## config.mk

```make
export PLATFORM = sky130hd
export DESIGN_NAME = pcs_port_clock_top
export DESIGN_NICKNAME = d
export VERILOG_FILES = /design/src/inc/pcs_pkg.sv /design/src/inc/pcs_gsw_if.sv /design/src/verilog/pcs_port_clock_top.sv /design/src/verilog/pcs_sync_clk_sel.sv
export SDC_FILE = /design/constraint.sdc
export NUM_CORES = 1
export LEC_CHECK = 0
export BUFFER_PORTS_ARGS = -buffer_cell sky130_fd_sc_hd__buf_4
export CAP_MARGIN = 0
export CORE_UTILIZATION = 55
export DETAILED_ROUTE_END_ITERATION = 6
export GPL_ROUTABILITY_DRIVEN = 1
export PLACE_DENSITY = 0.85
export SYNTH_ARGS = -nofsm -noshare
export SYNTH_HDL_FRONTEND = slang
export SYNTH_SLANG_ARGS = --single-unit
```

## constraint.sdc

```tcl
create_clock -name clock -period 3.35 [get_ports clock]
set_input_delay 0.1675 -clock clock [delete_from_list [all_inputs] [get_ports clock]]
set_output_delay 0.1675 -clock clock [all_outputs]
set_load 0.05 [all_outputs]
```

## src/inc/pcs_pkg.sv

```systemverilog
// constants and types for port clock sourcing
package pcs_pkg;
    // ------------------------------
    // register map
    // ------------------------------
    localparam logic [7:0] ADDR_OUT_CLK = 8'h00;
    localparam logic [7:0] ADDR_P6_CTRL = 8'h04;
    localparam logic [7:0] ADDR_STATUS = 8'h08;
    localparam int OC_EN_BIT = 0;
    localparam int OC_FAST_BIT = 1;
    localparam int OC_SRC_LSB = 2;
    localparam logic [4:0] OUT_CLK_RST = 5'h01;
    localparam int P6_SLOW_BIT = 0;
    localparam logic P6_SLOW_RST = 1'h0;
    // ------------------------------
    // clocking figures
    // ------------------------------
    localparam int NUM_PHY = 5;
    localparam int NUM_CAND = NUM_PHY + 2;
    localparam int NUM_PINS = 15;
    localparam logic [1:0] STRAP_SETTLE = 2'h3;
    localparam int CLK_NS = 100;
    localparam int REF_LOSS_NS = 1600;
    localparam logic [4:0] REF_LOSS_CYC = 5'(REF_LOSS_NS / CLK_NS);
    // port-6 clock half periods in core cycles, ratios kept
    localparam logic [5:0] HALF_GIG = 6'h01;
    localparam logic [5:0] HALF_100 = 6'h05;
    localparam logic [5:0] HALF_10 = 6'h32;
    localparam logic [5:0] HALF_RMII = 6'h01;
    typedef enum logic [1:0] {PCS_MII, PCS_RMII, PCS_RGMII} pcs_mode_t;
    typedef enum logic [1:0] {GS_RUN, GS_DRAIN, GS_WAIT} pcs_gsw_t;
endpackage : pcs_pkg

```

## src/inc/pcs_gsw_if.sv

```systemverilog
// carrier between the control logic and the glitch-free clock selector
`timescale 1ns/1ns
interface pcs_gsw_if;
    logic [pcs_pkg::NUM_CAND-1:0] cand;
    logic [2:0] sel;
    logic en;
    logic clk_out;
    logic busy;
    modport ctrl (output cand, output sel, output en, input clk_out, input busy);
    modport gen (input cand, input sel, input en, output clk_out, output busy);
endinterface : pcs_gsw_if

```

## src/verilog/pcs_port_clock_top.sv

```systemverilog
// port clock sourcing: straps, port-6 clock direction, sync clock, registers
//
// Register access over AHB-Lite and the register offsets were left to the implementer.
`timescale 1ns/1ns
module pcs_port_clock_top (
    input wire logic clock,
    input wire logic rst,
    input wire logic ce,
    input wire logic hsel,
    input wire logic [31:0] haddr,
    input wire logic [1:0] htrans,
    input wire logic hwrite,
    input wire logic [2:0] hsize,
    input wire logic [31:0] hwdata,
    input wire logic hready,
    output logic hreadyout,
    output logic hresp,
    output logic [31:0] hrdata,
    input wire logic osc_in,
    output logic osc_out,
    input wire logic p6_receive_clock_in,
    output logic p6_receive_clock_out,
    output logic p6_receive_clock_oe,
    input wire logic p6_transmit_clock_in,
    output logic p6_transmit_clock_out,
    output logic p6_transmit_clock_oe,
    input wire logic p6_rmii_ref_input,
    output logic p6_rmii_ref_output,
    input wire logic mgmt_clock_in,
    input wire logic [pcs_pkg::NUM_PHY-1:0] phy_recovered_clock,
    input wire logic [1:0] strap_p6_mode,
    input wire logic strap_mii_phy_role,
    input wire logic strap_rmii_clock_mode,
    input wire logic strap_rgmii_gig,
    output logic sync_ether_clock_out,
    output logic core_clock_ok,
    output logic ref_tick,
    output logic p6_in_clock_rise,
    output logic mgmt_clock_rise
);
    // ------------------------------
    // pin synchronisers
    // ------------------------------
    logic [pcs_pkg::NUM_PINS-1:0] pin_s1_q;
    logic [pcs_pkg::NUM_PINS-1:0] pin_s2_q;
    logic [pcs_pkg::NUM_PINS-1:0] pin_s3_q;
    wire [pcs_pkg::NUM_PINS-1:0] pins = {strap_rgmii_gig, strap_rmii_clock_mode,
        strap_mii_phy_role, strap_p6_mode, phy_recovered_clock, mgmt_clock_in,
        p6_rmii_ref_input, p6_transmit_clock_in, p6_receive_clock_in, osc_in};
    always_ff @(posedge clock) begin
        if (rst) begin
            pin_s1_q <= '0;
            pin_s2_q <= '0;
            pin_s3_q <= '0;
        end else if (ce) begin
            pin_s1_q <= pins;
            pin_s2_q <= pin_s1_q;
            pin_s3_q <= pin_s2_q;
        end
    end
    wire [pcs_pkg::NUM_PINS-1:0] pin_rise = pin_s2_q & ~pin_s3_q;
    wire ref_lvl = pin_s2_q[0];
    wire [pcs_pkg::NUM_PHY-1:0] rec_lvl = pin_s2_q[9:5];
    wire [4:0] strap_now = pin_s2_q[14:10];

    // ------------------------------
    // reference and crystal
    // ------------------------------
    // oscillator amplifier sits on the pin path; a flop here would stop the crystal
    assign osc_out = ~osc_in;
    logic [4:0] ref_gap_q;
    logic ref_ok_q;
    logic ref_tick_q;
    always_ff @(posedge clock) begin
        if (rst) begin
            ref_gap_q <= 5'h0;
            ref_ok_q <= 1'b0;
            ref_tick_q <= 1'b0;
        end else if (ce) begin
            ref_tick_q <= pin_rise[0];
            if (pin_rise[0]) begin
                ref_gap_q <= 5'h0;
                ref_ok_q <= 1'b1;
            end else if (ref_gap_q == pcs_pkg::REF_LOSS_CYC) begin
                ref_ok_q <= 1'b0;
            end else begin
                ref_gap_q <= ref_gap_q + 5'h1;
            end
        end
    end
    // no port-7 clock pin exists; serial receive recovers its own clock
    assign ref_tick = ref_tick_q;
    assign core_clock_ok = ref_ok_q;

    // ------------------------------
    // strap capture
    // ------------------------------
    logic [1:0] strap_cnt_q;
    logic straps_valid_q;
    pcs_pkg::pcs_mode_t mode_q;
    logic phy_role_q;
    logic rmii_clk_mode_q;
    logic rgmii_gig_q;
    wire pcs_pkg::pcs_mode_t strap_mode = strap_now[1] ? pcs_pkg::PCS_RGMII :
        strap_now[0] ? pcs_pkg::PCS_RMII : pcs_pkg::PCS_MII;
    // waits for the synchroniser to fill, then freezes until next reset
    always_ff @(posedge clock) begin
        if (rst) begin
            strap_cnt_q <= 2'h0;
            straps_valid_q <= 1'b0;
            mode_q <= pcs_pkg::PCS_MII;
            phy_role_q <= 1'b0;
            rmii_clk_mode_q <= 1'b0;
            rgmii_gig_q <= 1'b0;
        end else if (ce && !straps_valid_q) begin
            if (strap_cnt_q == pcs_pkg::STRAP_SETTLE) begin
                straps_valid_q <= 1'b1;
                mode_q <= strap_mode;
                phy_role_q <= strap_now[2];
                rmii_clk_mode_q <= strap_now[3];
                rgmii_gig_q <= strap_now[4];
            end else begin
                strap_cnt_q <= strap_cnt_q + 2'h1;
            end
        end
    end
    wire is_mii = mode_q == pcs_pkg::PCS_MII;
    wire is_rmii = mode_q == pcs_pkg::PCS_RMII;
    wire is_rgmii = mode_q == pcs_pkg::PCS_RGMII;

    // ------------------------------
    // register bus
    // ------------------------------
    logic [4:0] out_clk_q;
    logic p6_slow_q;
    logic dph_q;
    logic dwr_q;
    logic rwait_q;
    logic [7:0] daddr_q;
    logic [31:0] hrdata_q;
    wire gsw_busy;
    wire addr_ok = hsel && hready && htrans[1];
    wire [31:0] rd_word = (daddr_q == pcs_pkg::ADDR_OUT_CLK) ? {27'h0, out_clk_q} :
        (daddr_q == pcs_pkg::ADDR_P6_CTRL) ? {31'h0, p6_slow_q} :
        (daddr_q == pcs_pkg::ADDR_STATUS) ? {22'h0, core_clock_ok, gsw_busy,
        rgmii_gig_q, rmii_clk_mode_q, phy_role_q, mode_q, 2'h0, straps_valid_q} : 32'h0;
    wire wr_now = dph_q && dwr_q;
    wire wr_oc = wr_now && daddr_q == pcs_pkg::ADDR_OUT_CLK;
    wire wr_p6 = wr_now && daddr_q == pcs_pkg::ADDR_P6_CTRL;
    // reads add one wait state so read data always leaves a flop
    assign hreadyout = !(dph_q && !dwr_q && !rwait_q);
    assign hresp = 1'b0;
    assign hrdata = hrdata_q;
    always_ff @(posedge clock) begin
        if (rst) begin
            dph_q <= 1'b0;
            dwr_q <= 1'b0;
            rwait_q <= 1'b0;
            daddr_q <= 8'h0;
            hrdata_q <= 32'h0;
        end else if (ce) begin
            if (dph_q && !dwr_q && !rwait_q) begin
                hrdata_q <= rd_word;
                rwait_q <= 1'b1;
            end else begin
                rwait_q <= 1'b0;
                dph_q <= addr_ok;
                dwr_q <= hwrite;
                daddr_q <= {haddr[7:2], 2'h0};
            end
        end
    end
    always_ff @(posedge clock) begin
        if (rst) begin
            out_clk_q <= pcs_pkg::OUT_CLK_RST;
            p6_slow_q <= pcs_pkg::P6_SLOW_RST;
        end else if (ce) begin
            if (wr_oc) out_clk_q <= hwdata[4:0];
            if (wr_p6) p6_slow_q <= hwdata[pcs_pkg::P6_SLOW_BIT];
        end
    end

    // ------------------------------
    // port-6 clock generation
    // ------------------------------
    logic [5:0] div_cnt_q;
    logic port_clk_q;
    logic fast_q;
    wire [5:0] half_mii = p6_slow_q ? pcs_pkg::HALF_10 : pcs_pkg::HALF_100;
    wire [5:0] half_rgmii = p6_slow_q ? pcs_pkg::HALF_10 :
        rgmii_gig_q ? pcs_pkg::HALF_GIG : pcs_pkg::HALF_100;
    wire [5:0] half_sel = is_rgmii ? half_rgmii : is_rmii ? pcs_pkg::HALF_RMII : half_mii;
    always_ff @(posedge clock) begin
        if (rst) begin
            div_cnt_q <= 6'h0;
            port_clk_q <= 1'b0;
            fast_q <= 1'b0;
        end else if (ce) begin
            fast_q <= ~fast_q;
            if (div_cnt_q + 6'h1 >= half_sel) begin
                div_cnt_q <= 6'h0;
                port_clk_q <= ~port_clk_q;
            end else begin
                div_cnt_q <= div_cnt_q + 6'h1;
            end
        end
    end
    wire drive_rx = straps_valid_q && ((is_mii && phy_role_q) || is_rgmii);
    wire drive_tx = straps_valid_q && is_mii && phy_role_q;
    wire drive_ref = straps_valid_q && is_rmii && rmii_clk_mode_q;
    assign p6_receive_clock_oe = drive_rx;
    assign p6_transmit_clock_oe = drive_tx;
    assign p6_receive_clock_out = port_clk_q;
    assign p6_transmit_clock_out = port_clk_q;
    assign p6_rmii_ref_output = drive_ref & port_clk_q;
    // port-6 clock entering the device in the current mode
    wire in_rise = is_rgmii ? pin_rise[2] :
        is_rmii ? pin_rise[3] & !rmii_clk_mode_q : pin_rise[1] & !phy_role_q;
    logic in_rise_q;
    logic mgmt_rise_q;
    always_ff @(posedge clock) begin
        if (rst) begin
            in_rise_q <= 1'b0;
            mgmt_rise_q <= 1'b0;
        end else if (ce) begin
            in_rise_q <= straps_valid_q & in_rise;
            mgmt_rise_q <= pin_rise[4];
        end
    end
    assign p6_in_clock_rise = in_rise_q;
    assign mgmt_clock_rise = mgmt_rise_q;

    // ------------------------------
    // synchronous clock output
    // ------------------------------
    pcs_gsw_if gsw ();
    wire [2:0] oc_src = out_clk_q[4:2];
    wire src_ref = oc_src == 3'h0 || oc_src > 3'(pcs_pkg::NUM_PHY);
    assign gsw.cand = {rec_lvl, fast_q, ref_lvl};
    assign gsw.sel = src_ref ? {2'h0, out_clk_q[pcs_pkg::OC_FAST_BIT]} :
        oc_src + 3'h1;
    assign gsw.en = out_clk_q[pcs_pkg::OC_EN_BIT];
    assign gsw_busy = gsw.busy;
    assign sync_ether_clock_out = gsw.clk_out;
    pcs_sync_clk_sel u_sel (
        .clock(clock),
        .rst(rst),
        .ce(ce),
        .sw(gsw.gen)
    );

    // ------------------------------
    // checks
    // ------------------------------
    mac_role_inputs_a: assert property (@(posedge clock) disable iff (rst)
        straps_valid_q && is_mii && !phy_role_q |-> !p6_receive_clock_oe && !p6_transmit_clock_oe)
        else $error("mii mac role drives a port clock");
    rgmii_dirs_a: assert property (@(posedge clock) disable iff (rst)
        straps_valid_q && is_rgmii |-> p6_receive_clock_oe && !p6_transmit_clock_oe)
        else $error("rgmii clock directions wrong");
    straps_frozen_a: assert property (@(posedge clock) disable iff (rst)
        straps_valid_q |=> straps_valid_q && $stable(mode_q) && $stable(phy_role_q))
        else $error("latched straps changed");
    rmii_ref_off_a: assert property (@(posedge clock) disable iff (rst)
        !(is_rmii && rmii_clk_mode_q) |-> !p6_rmii_ref_output)
        else $error("rmii reference driven in normal mode");
    read_wait_a: assert property (@(posedge clock) disable iff (rst || !ce)
        addr_ok && !hwrite && hreadyout ##1 ce |-> !hreadyout ##1 hreadyout)
        else $error("read wait state not exactly one cycle");
    oc_write_a: assert property (@(posedge clock) disable iff (rst)
        wr_oc && ce |=> out_clk_q == $past(hwdata[4:0]))
        else $error("output clock control write lost");
endmodule : pcs_port_clock_top

```

## src/verilog/pcs_sync_clk_sel.sv

```systemverilog
// glitch-free selector for the synchronous clock output
`timescale 1ns/1ns
module pcs_sync_clk_sel (
    input wire logic clock,
    input wire logic rst,
    input wire logic ce,
    pcs_gsw_if.gen sw
);
    pcs_pkg::pcs_gsw_t st_q;
    logic [2:0] cur_q;
    logic en_q;
    logic out_q;
    wire cur_lvl = sw.cand[cur_q];
    wire new_lvl = sw.cand[sw.sel];
    wire change = (sw.sel != cur_q) || (sw.en != en_q);

    // ------------------------------
    // switch sequence
    // ------------------------------
    // old source is let fall and new one taken only while low: no runt pulse
    always_ff @(posedge clock) begin
        if (rst) begin
            st_q <= pcs_pkg::GS_RUN;
            cur_q <= 3'h0;
            en_q <= 1'b1;
            out_q <= 1'b0;
        end else if (ce) begin
            unique case (st_q)
                pcs_pkg::GS_RUN: begin
                    out_q <= en_q & cur_lvl;
                    if (change) st_q <= pcs_pkg::GS_DRAIN;
                end
                pcs_pkg::GS_DRAIN: begin
                    out_q <= out_q & cur_lvl;
                    if (!cur_lvl) st_q <= pcs_pkg::GS_WAIT;
                end
                pcs_pkg::GS_WAIT: begin
                    out_q <= 1'b0;
                    if (!new_lvl) begin
                        cur_q <= sw.sel;
                        en_q <= sw.en;
                        st_q <= pcs_pkg::GS_RUN;
                    end
                end
                default: st_q <= pcs_pkg::GS_RUN;
            endcase
        end
    end
    assign sw.clk_out = out_q;
    assign sw.busy = st_q != pcs_pkg::GS_RUN;

    // ------------------------------
    // checks
    // ------------------------------
    wait_low_a: assert property (@(posedge clock) disable iff (rst)
        st_q == pcs_pkg::GS_WAIT && ce |=> !out_q)
        else $error("sync clock not held low while switching");
    no_rise_switch_a: assert property (@(posedge clock) disable iff (rst)
        $rose(out_q) |-> $past(st_q) == pcs_pkg::GS_RUN)
        else $error("sync clock rose during a source switch");
    off_stays_low_a: assert property (@(posedge clock) disable iff (rst)
        st_q == pcs_pkg::GS_RUN && !en_q && ce |=> !out_q)
        else $error("disabled sync clock toggled");
endmodule : pcs_sync_clk_sel

```

==> results.py, run 1 <==
metrics = {
    "routing": {
        "via_per_inst": 5.48,
        "met1_length_microns": 3870,
        "vias": 3402,
        "final_antenna_net_count": 0,
        "wl_per_cell_microns": 13.7,
        "wl_met2_microns": 4000,
        "wirelength_microns": 8480,
        "drc": 0,
        "drt_first_pass_iters": 4,
        "wl_met3_microns": 491,
        "topRoutingLayerUsed": "met4",
        "drt_iter0_markers": 247,
    },
    "run": {
        "drv_cap": 0,
    },
    "clock_tree": {
        "postCtsSetupBuffers": 0,
        "cts_tree": "built",
        "clockBufferDepth": 2,
        "cts_root_buffer": "clkbuf_8",
        "ctsResizeCount": 0,
        "cts_sinks": 92,
        "clk_pin_slew_worst_paths_ps": 90,
        "clkLatencyLatePin_ps": 370,
        "cts.htree.levels": 3,
        "cts_hold_buf": 0,
        "numCtsBuffers": 9,
    },
    "place": {
        "gp_congestion": 0.840,
        "placed_area_sq_um": 4660,
        "dp.cells": 605,
        "dp_hpwl_microns": 5940,
        "port_buffers": 54,
    },
    "floorplan": {
        "die_y_microns": 90.5,
        "die_area_sq_um": 8190,
        "chipWidth_microns": 90.5,
        "pin_count": 135,
        "core-area_sq_um": 7410,
        "row_count": 31,
        "start_util": 0.582,
    },
    "yosys": {
        "yosysWarningCount": 0,
        "synth_area_leader_cell": "dfxtp_1",
        "seq_area_frac_synth": 0.427,
        "async_flop_share": 0,
        "ys.flop_type": "dfxtp_1",
        "syn_inst": 475,
        "netlist_area_sq_um": 4310,
        "avgSynthCellArea_sq_um": 9.07,
        "yosysTopAreaCellShare": 0.427,
        "synthTopCellsByArea": "dfxtp_1 (43%), mux2i_1 (13%), nor2_1 (7.1%)",
        "synthDistinctLibCells": 57,
        "synth-edff-count": 0,
        "synth-seq-cells": 92,
    },
    "setup_path": {
        "cp.required_ps": 3630,
        "worst-setup-path-type": "reg -> reg",
        "r2r_cells": 9,
        "worstPathMaxFanout": 6,
        "rrSetupSlack_ps": 980,
        "setup.worst_path.start": "mode_q[0]$_SDFFE_PP0P_",
        "crit_arrival_ps": 2650,
        "timing.rr.end": "div_cnt_q[5]$_SDFFE_PP0P_",
        "regToRegStartpoint": "mode_q[0]$_SDFFE_PP0P_",
        "endpoint": "div_cnt_q[5]$_SDFFE_PP0P_",
        "worstSetupStartpointType": "flip-flop",
        "end_kind": "flip-flop",
    },
    "global_route": {
        "grt_max_degree": 94,
        "grt_pass1_vias": 3151,
        "grt_pass1_wl_microns": 14300,
        "overflow": 0,
        "antenna_found_initial": 0,
        "grt_use_total": 0.216,
    },
    "timing": {
        "rsz0062_at_grt": "false",
        "setup_viol": 0,
        "setup-tns-final_ps": 0,
        "hold_slack_ps": 21.6,
        "slew_headroom": 0.393,
        "tightest_slew_ps": 910,
        "drv_slew": 0,
        "period_share": 0.707,
        "hold_viol_final": 0,
        "clock.fmax_mhz": 422,
        "period_needed_ps": 2370,
        "skew_ps": 11.1,
    },
    "cells_and_area": {
        "final_cells": 621,
        "regArea_sq_um": 1840,
        "layout-drive-gt1-share": 0.151,
        "stdcell_area_sq_um": 4830,
        "antenna-diode-count": 0,
        "fill_cells": 609,
        "nNetsFinal": 619,
        "multi_input_area_sq_um": 2230,
        "syn_to_final_growth_pct": 12.1,
    },
    "status": {
        "status": "complete, no violations",
    },
    "power_and_ir_drop": {
        "ir_drop_v": 0.000391,
        "p_leak_nw": 2.05,
        "power.density_nw_per_um2": 436,
        "power_w": 0.00211,
    },
    "min_path": {
        "min_path_type": "in -> reg",
    },
}
registers in the layout, summed over array words and instances, names as in the netlist, 2 cells and up:
name,flops
hrdata,10
div_cnt_q,6
mode_q,2
strap_cnt_q,2
u_sel.cur_q,3
u_sel.st_q,2
pin_s1_q,15
out_clk_q,5
ref_gap_q,5
pin_s3_q,5
daddr_q,6
pin_s2_q,15
cell usage after synthesis (7+ instances only):
library cell	count
mux2i_1	54
ha_1	12
o211ai_1	8
buf_4	25
nand2b_1	7
inv_1	13
nor3_1	8
nand2_1	21
dfxtp_1	92
a21oi_1	24
clkbuf_1	11
o21ai_0	15
nand3_1	14
xnor2_1	9
nor2_1	81
layer usage:
layer | global-route usage | vias up
li1 | - | 1698
met1 | 0.269 | 1573
met2 | 0.354 | 119
met3 | 0.0640 | 12
met4 | 0.0726 | 0
met5 | 0 | -
power by group:
| part | internal, W | leakage (nW) | switching (W) | total, W |
|---|---|---|---|---|
| Clock | 0.000276 | 0.0837 | 0.000396 | 0.000672 |
| Sequential | 0.00113 | 0.749 | 0.0000304 | 0.00116 |
| Combinational | 0.0000972 | 1.22 | 0.000175 | 0.000272 |
| Total | 0.00150 | 2.05 | 0.000601 | 0.00211 |
cell usage in the layout, fill, tap and decap left out, drive strengths merged, types with 9 or more instances in the layout:
cell type  count
inv           16
clkbuf        10
nand3         14
conb          23
ha            12
o21ai         15
mux2i         54
dfxtp         92
nand2         21
a21oi         24
buf           55
xnor2          9
nor2          81
nor3           9
cell families (layout without fill, tap and decap cells):
kind of cell,Yosys count,in the layout,share of synthesized area
flops,92,92,0.427
mux,56,56,0.133
buf+inv,59,84,0.0743
other cells,1,23,0.000870
simple gates,166,166,0.187
xor+xnor,13,13,0.0264
compound gates,76,76,0.116
fa+ha+maj,12,12,0.0348
how the worst min path moves through the flow:
stage / from / end / slack (ps) / cells past startpoint
after floorplan: hwdata[0] / out_clk_q[0]$_SDFFE_PP1P_ / 290 / 1
after global placement: hwdata[0] / out_clk_q[0]$_SDFFE_PP1P_ / 390 / 2
after detailed placement: hwdata[0] / out_clk_q[0]$_SDFFE_PP1P_ / 390 / 2
after CTS: hwdata[0] / out_clk_q[0]$_SDFFE_PP1P_ / 10 / 2
after global routing: hwdata[0] / out_clk_q[0]$_SDFFE_PP1P_ / 10 / 2
final: hwdata[0] / out_clk_q[0]$_SDFFE_PP1P_ / 20 / 2
cell type report:
class,instances,share of cell area
Multi-Input combinational cell,346,0.462
Tap cell,99,0.0256
Inverter,13,0.0101
Sequential cell,92,0.381
Clock inverter,6,0.00958
Clock buffer,10,0.0264
Timing Repair Buffer,55,0.0854
critical path: stages, from the launching register on:
cell	delay (ps)
dfxtp_1	470
nor2b_1	340
nand2b_1	240
ha_1	250
nand2b_1	140
a21oi_1	160
o211ai_1	180
nand2_1	210
nand3_1	100
a21oi_1	200
per-stage QoR:
stage | utilization | setup WS [ps]
floorplan | - | 1220
global placement | 0.629 | 1160
detailed placement | 0.629 | 1030
CTS | 0.652 | 1010
global route | 0.652 | 782
finish | 0.652 | 982
Power figures use the tool's default switching activity.
==> run 2, diff against run 1 <==
ABC_AREA = 1   (was not set)
CORE_UTILIZATION = 51   (was 55)
PLACE_DENSITY = 0.8   (was 0.85)
clock period = 2.2 ns   (was 3.35 ns; I/O delays follow)
==> results.py, run 2 <==
metrics = {
    "routing": {
        "drc": 0,
        "wirelength_microns": 9890,
        "final_antenna_net_count": 0,
        "drt_iter0_markers": 226,
        "via_per_inst": 5.16,
        "drt_first_pass_iters": 4,
        "wl_per_cell_microns": 12.9,
        "vias": 3965,
    },
    "cells_and_area": {
        "final_core_util": 0.626,
        "antenna-diode-count": 0,
        "final_cell_mix": "nor2_1 (96), dfxtp_1 (89), nand2_1 (75)",
        "mostFrequentLayoutCell": "nor2_1",
        "layout-drive-gt1-share": 0.164,
        "syn_to_final_growth_pct": 18.6,
        "nNetsFinal": 760,
        "final_cells": 768,
    },
    "power_and_ir_drop": {
        "power.density_nw_per_um2": 664,
        "ir_drop_v": 0.000436,
        "power.internal_w": 0.00236,
        "p_clk_frac": 0.315,
        "switching_share": 0.309,
        "p_leak_nw": 2.29,
        "seq_power_share": 0.527,
        "p_switching_w": 0.00105,
        "pwr-share-comb": 0.158,
    },
    "global_route": {
        "grt_max_degree": 38,
        "grt_pass1_wl_microns": 16500,
        "grt_pass1_vias": 3686,
        "antenna_found_initial": 0,
        "overflow": 0,
        "grt_use_total": 0.237,
    },
    "timing": {
        "period_needed_ps": 2060,
        "drv_slew": 0,
        "slew_headroom": 0.564,
        "skew_ps": 10.7,
        "setup_viol": 0,
        "fin_ws_ps": 142,
        "hold_viol_final": 0,
        "period_share": 0.936,
        "clock.fmax_mhz": 486,
        "tightest_slew_ps": 652,
    },
    "min_path": {
        "min_path_type": "in -> reg",
    },
    "floorplan": {
        "die_area_sq_um": 8870,
        "row_count": 33,
        "chipWidth_microns": 94.2,
        "core-area_sq_um": 8220,
        "start_util": 0.528,
        "die_y_microns": 94.2,
        "pin_count": 135,
    },
    "clock_tree": {
        "cts_root_buffer": "clkbuf_8",
        "numCtsBuffers": 9,
        "cts.htree.levels": 3,
        "clk_pin_slew_worst_paths_ps": 100,
        "cts_sinks": 92,
        "clockBufferDepth": 2,
        "clkLatencyLatePin_ps": 370,
        "cts_tree": "built",
    },
    "place": {
        "place_ws_ps": 139,
        "dp_hpwl_microns": 6910,
        "dp.cells": 731,
        "gp_congestion": 0.921,
        "port_buffers": 54,
    },
    "setup_path": {
        "crit_arrival_ps": 2350,
        "worstPathMaxFanout": 5,
        "worst-setup-path-type": "reg -> reg",
        "cp.required_ps": 2490,
        "worstSetupStartpointType": "flip-flop",
        "end_kind": "flip-flop",
    },
    "yosys": {
        "synth-edff-count": 0,
        "async_flop_share": 0,
        "yosysMostFrequentCell": "nor2_1",
        "ys.flop_type": "dfxtp_1",
        "netlist_area_sq_um": 4340,
        "synth-seq-cells": 92,
        "seq_area_frac_synth": 0.425,
        "synthTopCellsByArea": "dfxtp_1 (42%), nor2_1 (8.3%), o21ai_0 (6.9%)",
        "yosysTopAreaCellShare": 0.425,
        "synth_area_leader_cell": "dfxtp_1",
        "yosysWarningCount": 0,
        "avgSynthCellArea_sq_um": 7.39,
        "syn_inst": 587,
        "synthDistinctLibCells": 40,
        "netlist_top_cells_count": "nor2_1 (96), dfxtp_1 (92), nand2_1 (75)",
    },
    "run": {
        "drv_cap": 0,
    },
    "status": {
        "status": "complete, no violations",
    },
}
run 2: path summary, 6_finish.rpt:
kind / slack [ps] / startpoint / cells after the start / to
max reg2reg: 140 / div_cnt_q[1]$_SDFFE_PP0P_ / 11 / div_cnt_q[1]$_SDFFE_PP0P_
min: 10 / ce / 2 / pin_s1_q[0]$_SDFFE_PP0P_
max: 140 / div_cnt_q[1]$_SDFFE_PP0P_ / 11 / div_cnt_q[1]$_SDFFE_PP0P_
min reg2reg: 460 / pin_s3_q[2]$_SDFFE_PP0P_ / 2 / pin_s3_q[2]$_SDFFE_PP0P_
run 2: worst max-delay path, cell delays in order (launching register included):
cell and delay [ps]:
dfxtp_1 380, ha_1 210, nand3_1 130, xor2_2 180
inv_1 70, ha_1 280, nand2_1 60, inv_1 80
o211ai_1 170, buf_4 200, nand4_1 90, a21oi_1 140
run 2: routing by layer:
layer	global-route usage	vias to the layer above	share of wire
met5	0	-	0
met4	0.113	0	0.024
met3	0.0324	23	0.045
met2	0.417	107	0.49
met1	0.283	1814	0.44
li1	-	2021	-
run 2: per-stage QoR:
| step | hold slack, ps | area [sq um] | setup TNS [ps] | total power, W |
|---|---|---|---|---|
| floorplan | 240 | 4420 | 0 | 0.00224 |
| global placement | 332 | 4740 | 0 | 0.00232 |
| detailed placement | 336 | 4740 | 0 | 0.00234 |
| CTS | 2.82 | 5120 | 0 | 0.00343 |
| global route | 30.6 | 5140 | -17.5 | 0.00358 |
| finish | 11.9 | 5140 | 0 | 0.00341 |
run 2: area by class of cell:
type	instances	area, sq um
multi-input combinational	405	2060
inverter	66	248
sequential	92	1850
clock inverter	7	60.1
tap	105	131
clock buffer	9	124
fill	708	3070
timing repair buffer	84	678
run 2: power groups by stage:
stage               registers (W)  clock network, W  logic [W]
CTS                       0.00180           0.00109   0.000536
global placement          0.00183                 0   0.000489
finish                    0.00180           0.00108   0.000539
floorplan                 0.00184                 0   0.000393
global route              0.00181           0.00116   0.000603
detailed placement        0.00184                 0   0.000508
run 2: kinds of logic (layout without fill, tap and decap cells):
logic type / after synthesis / in the layout / share of synthesized area
AO/OA/AOI/OAI: 131 / 131 / 0.166
AND/OR/NAND/NOR: 231 / 231 / 0.236
XOR/XNOR: 8 / 8 / 0.0162
buffers and inverters: 112 / 166 / 0.121
flip-flops: 92 / 92 / 0.425
adder cells (fa/ha/maj): 12 / 12 / 0.0346
other: 1 / 23 / 0.000865
run 2: what timing repair did:
action | in CTS | in global routing
setup buffers | 0 | 2
setup endpoints to repair | 0 | 7
hold buffers | 19 | 0
resized for setup | 0 | 4
hold endpoints to repair | 19 | 0
